$ cat src/pkg/apc_defines.svh
// register map, field positions, reset values and timing counts of the analog pin control block
// assumes inclusion by every design file that decodes registers or counts sample time
`ifndef APC_DEFINES_SVH
`define APC_DEFINES_SVH

`define APC_ADDR_PIN_LOW 8'h00
`define APC_ADDR_PIN_HIGH 8'h04
`define APC_ADDR_CONV 8'h08
`define APC_ADDR_STAT 8'h0C
`define APC_ADDR_RESULT 8'h10

`define APC_CONV_LONG 0
`define APC_CONV_MODE8 1
`define APC_CONV_START 2
`define APC_CONV_CHAN_LO 4
`define APC_CONV_CHAN_HI 7

`define APC_STAT_BUSY 0
`define APC_STAT_DONE 1

`define APC_PIN_RESET 8'h00
`define APC_CONV_RESET 4'h0
`define APC_CHAN_RESET 4'h0
`define APC_RESULT_RESET 10'h000
`define APC_DATA_ZERO 16'h0000
`define APC_BYTE_ZERO 8'h00
`define APC_RES_PAD 6'h00

`define APC_FULL10 10'h3FF
`define APC_FULL8 10'h0FF
`define APC_ZERO_CODE 10'h000

// conversion clock half period, in ref_clk cycles
`define APC_HALF_PER 4'h2
`define APC_DIV_ZERO 4'h0
// sample phase in conversion-clock half periods: 3.5 and 23.5 cycles
`define APC_HALVES_SHORT 6'h07
`define APC_HALVES_LONG 6'h2F
`define APC_HALVES_ZERO 6'h00
`define APC_HALVES_ONE 6'h01

`endif

$ cat src/pkg/apc_pkg.sv
// types shared by the analog pin control block and its sample timer
// assumes the defines header carries every number
package apc_pkg;
  typedef logic [7:0] apc_addr_type;
  typedef logic [15:0] apc_data_type;
  typedef logic [9:0] apc_code_type;
  typedef enum logic {
    APC_IDLE = 1'b0,
    APC_SAMPLE = 1'b1
  } apc_state_type;
endpackage

$ cat src/pkg/apc_sample_if.sv
// carrier between the register side and the sample timer
// assumes both ends run on the same ref_clk
`timescale 1ns/10ps
interface apc_sample_if;
  logic start;
  logic long_sel;
  logic busy;
  logic done;
  logic conv_clk;
  modport timer (input start, input long_sel, output busy, output done, output conv_clk);
  modport ctrl (output start, output long_sel, input busy, input done, input conv_clk);
endinterface

$ cat src/core/apc_pin_ctrl.sv
// analog pin control registers, pin override and sample/result logic of the converter
// assumes a plain register port: one-cycle strobes, read data one cycle later; inputs synchronous to ref_clk
//
// Summary of operation
// - upper register governs channels eight through fifteen
// - bit 7 is channel 15, down to bit 0 for channel 8
// - bit clear keeps digital I/O, set disables
// - conversions run regardless of pin-control bits
// - set bit: output tri-stated, pullup off
// - at or above high reference gives full scale
// - at or below low reference gives zero
// - sample lasts 3.5 or 23.5 conversion clocks
// - lower register: same encoding for channels 0-7
//
// Our own choices: the register offsets and the address-and-strobe port.
`timescale 1ns/10ps
`include "apc_defines.svh"
module apc_pin_ctrl (
  input wire logic ref_clk,
  input wire logic rst_n,
  input wire logic ce,
  input wire apc_pkg::apc_addr_type reg_addr,
  input wire apc_pkg::apc_data_type reg_wdata,
  input wire logic reg_wr,
  input wire logic reg_rd,
  output apc_pkg::apc_data_type reg_rdata,
  input wire logic [15:0] port_dir_out,
  input wire logic [15:0] port_pullup_en,
  input wire logic [15:0] port_data_out,
  input wire logic [15:0] pin_in,
  output logic [15:0] pin_out,
  output logic [15:0] pin_oe,
  output logic [15:0] pin_pullup,
  output logic [15:0] pin_in_buf_en,
  output logic [15:0] port_data_in,
  input wire apc_pkg::apc_code_type ain_code,
  input wire logic ain_at_high,
  input wire logic ain_at_low,
  output logic [3:0] sample_chan,
  output logic sample_active,
  output logic conversion_clock,
  output apc_pkg::apc_code_type conv_result,
  output logic conv_done
);
  import apc_pkg::*;

  logic [7:0] analog_pin_ctrl_low;
  logic [7:0] analog_pin_ctrl_high;
  logic long_sample_select;
  logic mode8;
  logic [3:0] chan_sel;
  logic done_flag;
  logic [15:0] pin_disable;
  logic wr_low;
  logic wr_high;
  logic wr_conv;
  logic wr_stat;
  logic start_req;
  apc_data_type next_rdata;
  apc_code_type next_result;

  apc_sample_if sif ();

  assign wr_low = reg_wr && reg_addr == `APC_ADDR_PIN_LOW;
  assign wr_high = reg_wr && reg_addr == `APC_ADDR_PIN_HIGH;
  assign wr_conv = reg_wr && reg_addr == `APC_ADDR_CONV;
  assign wr_stat = reg_wr && reg_addr == `APC_ADDR_STAT;
  assign start_req = wr_conv && reg_wdata[`APC_CONV_START];

  // channel n of 16 sits at bit n of the concatenation
  assign pin_disable = {analog_pin_ctrl_high, analog_pin_ctrl_low};

  // pin-control registers
  always_ff @(posedge ref_clk) begin
    if (!rst_n) begin
      analog_pin_ctrl_low <= `APC_PIN_RESET;
      analog_pin_ctrl_high <= `APC_PIN_RESET;
    end else if (ce) begin
      if (wr_low) begin
        analog_pin_ctrl_low <= reg_wdata[7:0];
      end
      if (wr_high) begin
        analog_pin_ctrl_high <= reg_wdata[7:0];
      end
    end
  end

  // conversion control register; start is a strobe, not stored
  always_ff @(posedge ref_clk) begin
    if (!rst_n) begin
      long_sample_select <= 1'b0;
      mode8 <= 1'b0;
      chan_sel <= `APC_CHAN_RESET;
    end else if (ce && wr_conv) begin
      long_sample_select <= reg_wdata[`APC_CONV_LONG];
      mode8 <= reg_wdata[`APC_CONV_MODE8];
      chan_sel <= reg_wdata[`APC_CONV_CHAN_HI:`APC_CONV_CHAN_LO];
    end
  end

  // pin-control bits are not consulted here: any channel may be sampled
  assign sif.start = ce && start_req;
  assign sif.long_sel = wr_conv ? reg_wdata[`APC_CONV_LONG] : long_sample_select;

  apc_sample_timer u_timer (
    .ref_clk(ref_clk),
    .rst_n(rst_n),
    .ce(ce),
    .sif(sif)
  );

  // result coding at the reference limits
  always_comb begin
    if (ain_at_high) begin
      next_result = mode8 ? `APC_FULL8 : `APC_FULL10;
    end else if (ain_at_low) begin
      next_result = `APC_ZERO_CODE;
    end else if (mode8) begin
      next_result = {2'b00, ain_code[9:2]};
    end else begin
      next_result = ain_code;
    end
  end

  // result and done flag; a new done wins over a software clear
  always_ff @(posedge ref_clk) begin
    if (!rst_n) begin
      conv_result <= `APC_RESULT_RESET;
      done_flag <= 1'b0;
      conv_done <= 1'b0;
    end else if (ce) begin
      conv_done <= sif.done;
      if (sif.done) begin
        conv_result <= next_result;
      end
      if (sif.done) begin
        done_flag <= 1'b1;
      end else if (wr_stat && reg_wdata[`APC_STAT_DONE]) begin
        done_flag <= 1'b0;
      end
    end
  end

  always_ff @(posedge ref_clk) begin
    if (!rst_n) begin
      sample_active <= 1'b0;
      conversion_clock <= 1'b0;
      sample_chan <= `APC_CHAN_RESET;
    end else if (ce) begin
      sample_active <= sif.busy;
      conversion_clock <= sif.conv_clk;
      sample_chan <= chan_sel;
    end
  end

  // read mux; unmapped addresses read zero
  always_comb begin
    next_rdata = `APC_DATA_ZERO;
    case (reg_addr)
      `APC_ADDR_PIN_LOW: next_rdata = {`APC_BYTE_ZERO, analog_pin_ctrl_low};
      `APC_ADDR_PIN_HIGH: next_rdata = {`APC_BYTE_ZERO, analog_pin_ctrl_high};
      `APC_ADDR_CONV: next_rdata = {`APC_BYTE_ZERO, chan_sel, 2'b00, mode8, long_sample_select};
      `APC_ADDR_STAT: next_rdata = {14'h0000, done_flag, sif.busy};
      `APC_ADDR_RESULT: next_rdata = {`APC_RES_PAD, conv_result};
      default: next_rdata = `APC_DATA_ZERO;
    endcase
  end

  always_ff @(posedge ref_clk) begin
    if (!rst_n) begin
      reg_rdata <= `APC_DATA_ZERO;
    end else if (ce) begin
      reg_rdata <= reg_rd ? next_rdata : `APC_DATA_ZERO;
    end
  end

  // per-pin override of the port logic, registered so every output leaves a flop
  for (genvar i = 0; i < 16; i++) begin : g_pin
    always_ff @(posedge ref_clk) begin
      if (!rst_n) begin
        pin_oe[i] <= 1'b0;
        pin_out[i] <= 1'b0;
        pin_pullup[i] <= 1'b0;
        pin_in_buf_en[i] <= 1'b1;
        port_data_in[i] <= 1'b0;
      end else if (ce) begin
        // analog use wins over direction and pullup; input buffer off saves dc current
        pin_oe[i] <= !pin_disable[i] && port_dir_out[i];
        pin_out[i] <= port_data_out[i];
        pin_pullup[i] <= !pin_disable[i] && port_pullup_en[i] && !port_dir_out[i];
        pin_in_buf_en[i] <= !pin_disable[i];
        if (pin_disable[i]) begin
          port_data_in[i] <= 1'b0;
        end else begin
          port_data_in[i] <= port_dir_out[i] ? port_data_out[i] : pin_in[i];
        end
      end
    end
  end
endmodule // apc_pin_ctrl

$ cat src/core/apc_sample_timer.sv
// sample phase timer: runs the conversion clock and times the sample window
// assumes start is one cycle long and only honoured while idle
`timescale 1ns/10ps
`include "apc_defines.svh"
module apc_sample_timer (
  input wire logic ref_clk,
  input wire logic rst_n,
  input wire logic ce,
  apc_sample_if.timer sif
);
  import apc_pkg::*;

  apc_state_type state;
  logic [3:0] div;
  logic [5:0] halves;
  logic [5:0] target;
  logic tick;
  logic [7:0] elapsed;

  assign tick = (div == `APC_HALF_PER - 4'h1);

  always_ff @(posedge ref_clk) begin
    if (!rst_n) begin
      state <= APC_IDLE;
      div <= `APC_DIV_ZERO;
      halves <= `APC_HALVES_ZERO;
      target <= `APC_HALVES_SHORT;
      sif.busy <= 1'b0;
      sif.done <= 1'b0;
      sif.conv_clk <= 1'b0;
    end else if (ce) begin
      sif.done <= 1'b0;
      case (state)
        APC_IDLE: begin
          if (sif.start) begin
            state <= APC_SAMPLE;
            div <= `APC_DIV_ZERO;
            halves <= `APC_HALVES_ZERO;
            target <= sif.long_sel ? `APC_HALVES_LONG : `APC_HALVES_SHORT;
            sif.busy <= 1'b1;
            sif.conv_clk <= 1'b1;
          end
        end
        APC_SAMPLE: begin
          div <= tick ? `APC_DIV_ZERO : div + 4'h1;
          if (tick) begin
            halves <= halves + `APC_HALVES_ONE;
            sif.conv_clk <= ~sif.conv_clk;
            // odd half count gives the half cycle of the window
            if (halves == target - `APC_HALVES_ONE) begin
              state <= APC_IDLE;
              sif.busy <= 1'b0;
              sif.done <= 1'b1;
              sif.conv_clk <= 1'b0;
            end
          end
        end
        default: begin
          state <= APC_IDLE;
          sif.busy <= 1'b0;
        end
      endcase
    end
  end

  // helper: enabled cycles spent sampling
  always_ff @(posedge ref_clk) begin
    if (!rst_n) begin
      elapsed <= 8'h00;
    end else if (ce) begin
      if (state == APC_IDLE) begin
        elapsed <= 8'h01;
      end else begin
        elapsed <= elapsed + 8'h01;
      end
    end
  end
endmodule // apc_sample_timer

$ cat config.mk
export PLATFORM = sky130hd
export DESIGN_NAME = apc_pin_ctrl
export DESIGN_NICKNAME = d
export VERILOG_FILES = /design/src/pkg/apc_pkg.sv /design/src/pkg/apc_sample_if.sv /design/src/core/apc_pin_ctrl.sv /design/src/core/apc_sample_timer.sv
export VERILOG_INCLUDE_DIRS = /design/src /design/src/pkg
export SDC_FILE = /design/constraint.sdc
export NUM_CORES = 1
export LEC_CHECK = 0
export ABC_AREA = 1
export BUFFER_PORTS_ARGS = -buffer_cell sky130_fd_sc_hd__buf_2
export CAP_MARGIN = 20
export CORE_MARGIN = 4
export CORE_UTILIZATION = 50
export DETAILED_ROUTE_END_ITERATION = 8
export HOLD_SLACK_MARGIN = 0.08
export PLACE_DENSITY = 0.79
export SYNTH_ARGS = -nofsm -noshare
export SYNTH_HDL_FRONTEND = slang
export SYNTH_HIERARCHICAL = 1
export SYNTH_SLANG_ARGS = --single-unit
$ cat constraint.sdc
create_clock -name ref_clk -period 2.35 [get_ports ref_clk]
set_clock_uncertainty 0.2 [all_clocks]
set_input_delay 0.1175 -clock ref_clk [delete_from_list [all_inputs] [get_ports ref_clk]]
set_output_delay 0.1175 -clock ref_clk [all_outputs]
set_load 0.01 [all_outputs]
==> impl_results.md <==
* Detailed Routing Iterations Pass 1 at 5
* # IOs at 218
* Syn-to-layout area delta at 46.3%
* Max Transition Viols Final at 0
* CP bufs+invs at 4
* RSZ-0062 raised after global routing: no
* Die area at 0.0142 mm^2
* HPWL Detailed at 12.2 mm
* WL/cell at 16.4 um
* Ys async rst share at 0%
* Delay-heaviest family, CP: buffers and inverters
* CP endpoint kind: flip-flop
* Crit-path max cell delay at 600 ps
* Final setup viols at 0
* Total grt overflow at 0
* Share of the synthesized area in the top cell type at 47.1%
* First-pass GRT wire length at between 30 and 40 mm
* DRT Wirelength at 20.9 mm
* Crit path top cell by count: dlygate4sd3_1
* Rows at 40
* # DRC at 0
* Proportion of layout cells with a drive suffix above 1 at between 20% and 30%
* Final Hold Vio Count at 0
* Layout Nets at between 1000 and 1500
* Postcts setup bufs at 0
* Synth top area cells: dfxtp_1, a21oi_1, nand2_1
* Maxcap violations at 0
* Top post-synthesis cells by count: dfxtp_1, nand2_1, a21oi_1, inv_1, o21ai_0
* Worst Path Max Fanout at 21
* TritonCTS clock tree: done
* Reg clk slew, reported paths at approximately 60 ps
* Initial antenna violation count at 1
* Synth Flop Type: dfxtp_1
* Post-synth top area cell: dfxtp_1
* Clock Sinks at 145
* GRT Total Usage at 29.0%
* Routability cong. at 0.872
* H-tree depth at 4
* LEAKAGE at 3.96 nW
* Clk buf depth at 2
* Cts bufs inserted at 17
* Die Wd at 119 um
* R2R Path Start: mode8$_SDFFE_PN0P_
* Vias per cell at 5.34
* Outcome: complete, no violations
* R2r worst-path depth at 6
* Distinct cell type count after synthesis at 42
* Initial Util at between 50% and 60%
* Via count at 6821
* WP data required at ~2400 ps
* YS warnings at 6
* Post-synth EDFFs at 0
* Power, Total at 0.00589 W
* Core area at 0.0121 mm^2
* PD cells at 654 mW/mm^2
* Critical Path AT at between 2000 and 2500 ps
* Most common cell in the netlist: dfxtp_1
* Post-synthesis sequential area ratio at ~47%
* Hold_sp: reg_addr[6]
* Clk_lat worst skew at 410 ps
* Crit-path slowest cell: dlygate4sd3_1
* Min Hold Slack at 116 ps
* Reg-to-reg endpoint: conv_result[0]$_SDFFE_PN0P_
* Crit path cell chain: dlygate4sd3_1, buf_2, buf_12, nand2_2, nor2_2, a221oi_1, dlygate4sd3_1
* Post-layout min period at ~2200 ps
* Fin cells at 1277
* Initial DRC count at between 700 and 800
* Core Util, Final at 74.7%
* Worst Hold Class: in -> reg
* Hold Path Depth at 7
* Post-DRT Antenna Nets at 0
* F_max at 447 MHz
* Worst slew margin at 61.9%
* Die H at approximately 120 um
* Synth Area per Inst at 7.89 um^2
* Vias in the first global route at around 6700
* Worst-Margin Slew at 571 ps
* Largest net degree at the start of global routing at 50
* R2R setup slack at about 120 ps
* Maximum vdd drop at 0.438 mV
* CTS root buffer: clkbuf_16
* Worst setup SP type: input port
* Post-Place Cells at 1128
* Synthesized instance count at 781
* Post-Synthesis Cell Area at 0.00616 mm^2
* Final period utilization at 95.2%
* Critical path class: in -> reg
* Final TNS setup at 0 ps
* IO Port Bufs at slightly above 200
* #FFs+latches synth at 145
* Hold endpoint: analog_pin_ctrl_low[3]$_SDFFE_PN0P_
## final cells by class
type / instances / area, um^2
flip-flops and latches: 145 / 2900
inverters: 71 / 284
diodes: 1 / 2.50
clock inverters: 11 / 114
repair buffers: 329 / 2280
fillers: 833 / 3050
clock buffers: 21 / 450
multi-input cells: 531 / 2770
well taps: 168 / 210
## cell usage in the layout, fill, tap and decap left out, drive strengths merged, types with 4 or more instances in the layout
cell / instances
nand2: 152
dlygate4sd3: 116
nor2: 77
o211ai: 21
clkinv: 12
dfxtp: 145
o21ai: 86
nand3: 25
a221oi: 8
inv: 66
ha: 4
nand3b: 16
buf: 213
conb: 6
clkbuf: 21
a21oi: 122
## per-stage QoR
step	cell area, um^2	setup WS [ps]
floorplan	6180	709
global placement	7270	335
detailed placement	7270	296
CTS	8990	80.4
global route	9010	10.5
finish	9010	113
## worst max path at each step
stage | startpoint | end | slack (ps) | cells after the start
final | ce | conv_result[3]$_SDFFE_PN0P_ | 110 | 7
after global routing | ce | conv_result[3]$_SDFFE_PN0P_ | 10 | 7
after CTS | ce | pin_pullup[6]$_SDFFE_PN0P_ | 80 | 9
after detailed placement | reg_addr[5] | u_timer/halves[0]$_SDFFE_PN0P_ | 300 | 13
after global placement | reg_addr[5] | u_timer/halves[3]$_SDFFE_PN0P_ | 330 | 14
after floorplan | reg_addr[5] | u_timer/halves[0]$_SDFFE_PN0P_ | 710 | 12
## logic make-up (layout without fill, tap and decap cells)
| group | after synthesis | after routing | share of synthesized area (%) |
|---|---|---|---|
| AND/OR/NAND/NOR | 273 | 273 | 21.0 |
| adder cells (fa/ha/maj) | 4 | 4 | 0.812 |
| AO/OA/AOI/OAI | 244 | 244 | 22.2 |
| other | 1 | 7 | 0.0609 |
| XOR/XNOR | 4 | 4 | 0.569 |
| flip-flops | 145 | 145 | 47.1 |
| buffers and inverters | 110 | 432 | 8.30 |
## flip-flops by register name, indices dropped and copies added, names as in the netlist, 4 cells and up
register and cells:
reg_rdata 10, chan_sel 4, pin_pullup 16, analog_pin_ctrl_high 8
analog_pin_ctrl_low 8, port_data_in 16, u_timer/div 4, pin_in_buf_en 16
pin_out 16, conv_result 10, pin_oe 16, sample_chan 4
u_timer/halves 6
## layer usage
layer | GRT usage (%) | up-vias | wire length [um]
li1 | - | 3229 | -
met1 | 32.4 | 3121 | 7800
met2 | 49.3 | 372 | 10400
met3 | 7.12 | 99 | 1640
met4 | 18.0 | 0 | 1100
met5 | 0 | - | 0
## worst register-to-register path, delay by kind of cell, from the launching register on
kind | cells | cell delay (ps)
and+or+nand+nor | 1 | 70
buffers and inverters | 3 | 1300
DFF | 1 | 310
AOI/OAI and AO/OA | 2 | 290
## timing repair
item,4_1_cts,5_1_grt
endpoints found under the hold margin,124,0
resized for setup,0,5
endpoints found under the setup margin,0,18
hold buffers,116,0
## where the power goes
part | total, W | switching, W | internal [W] | leakage [nW]
logic | 0.000734 | 0.000392 | 0.000341 | 2.50
registers | 0.00260 | 0.0000457 | 0.00255 | 1.19
clock network | 0.00257 | 0.000987 | 0.00158 | 0.276
Note: power is estimated with default switching activity, not from simulation.
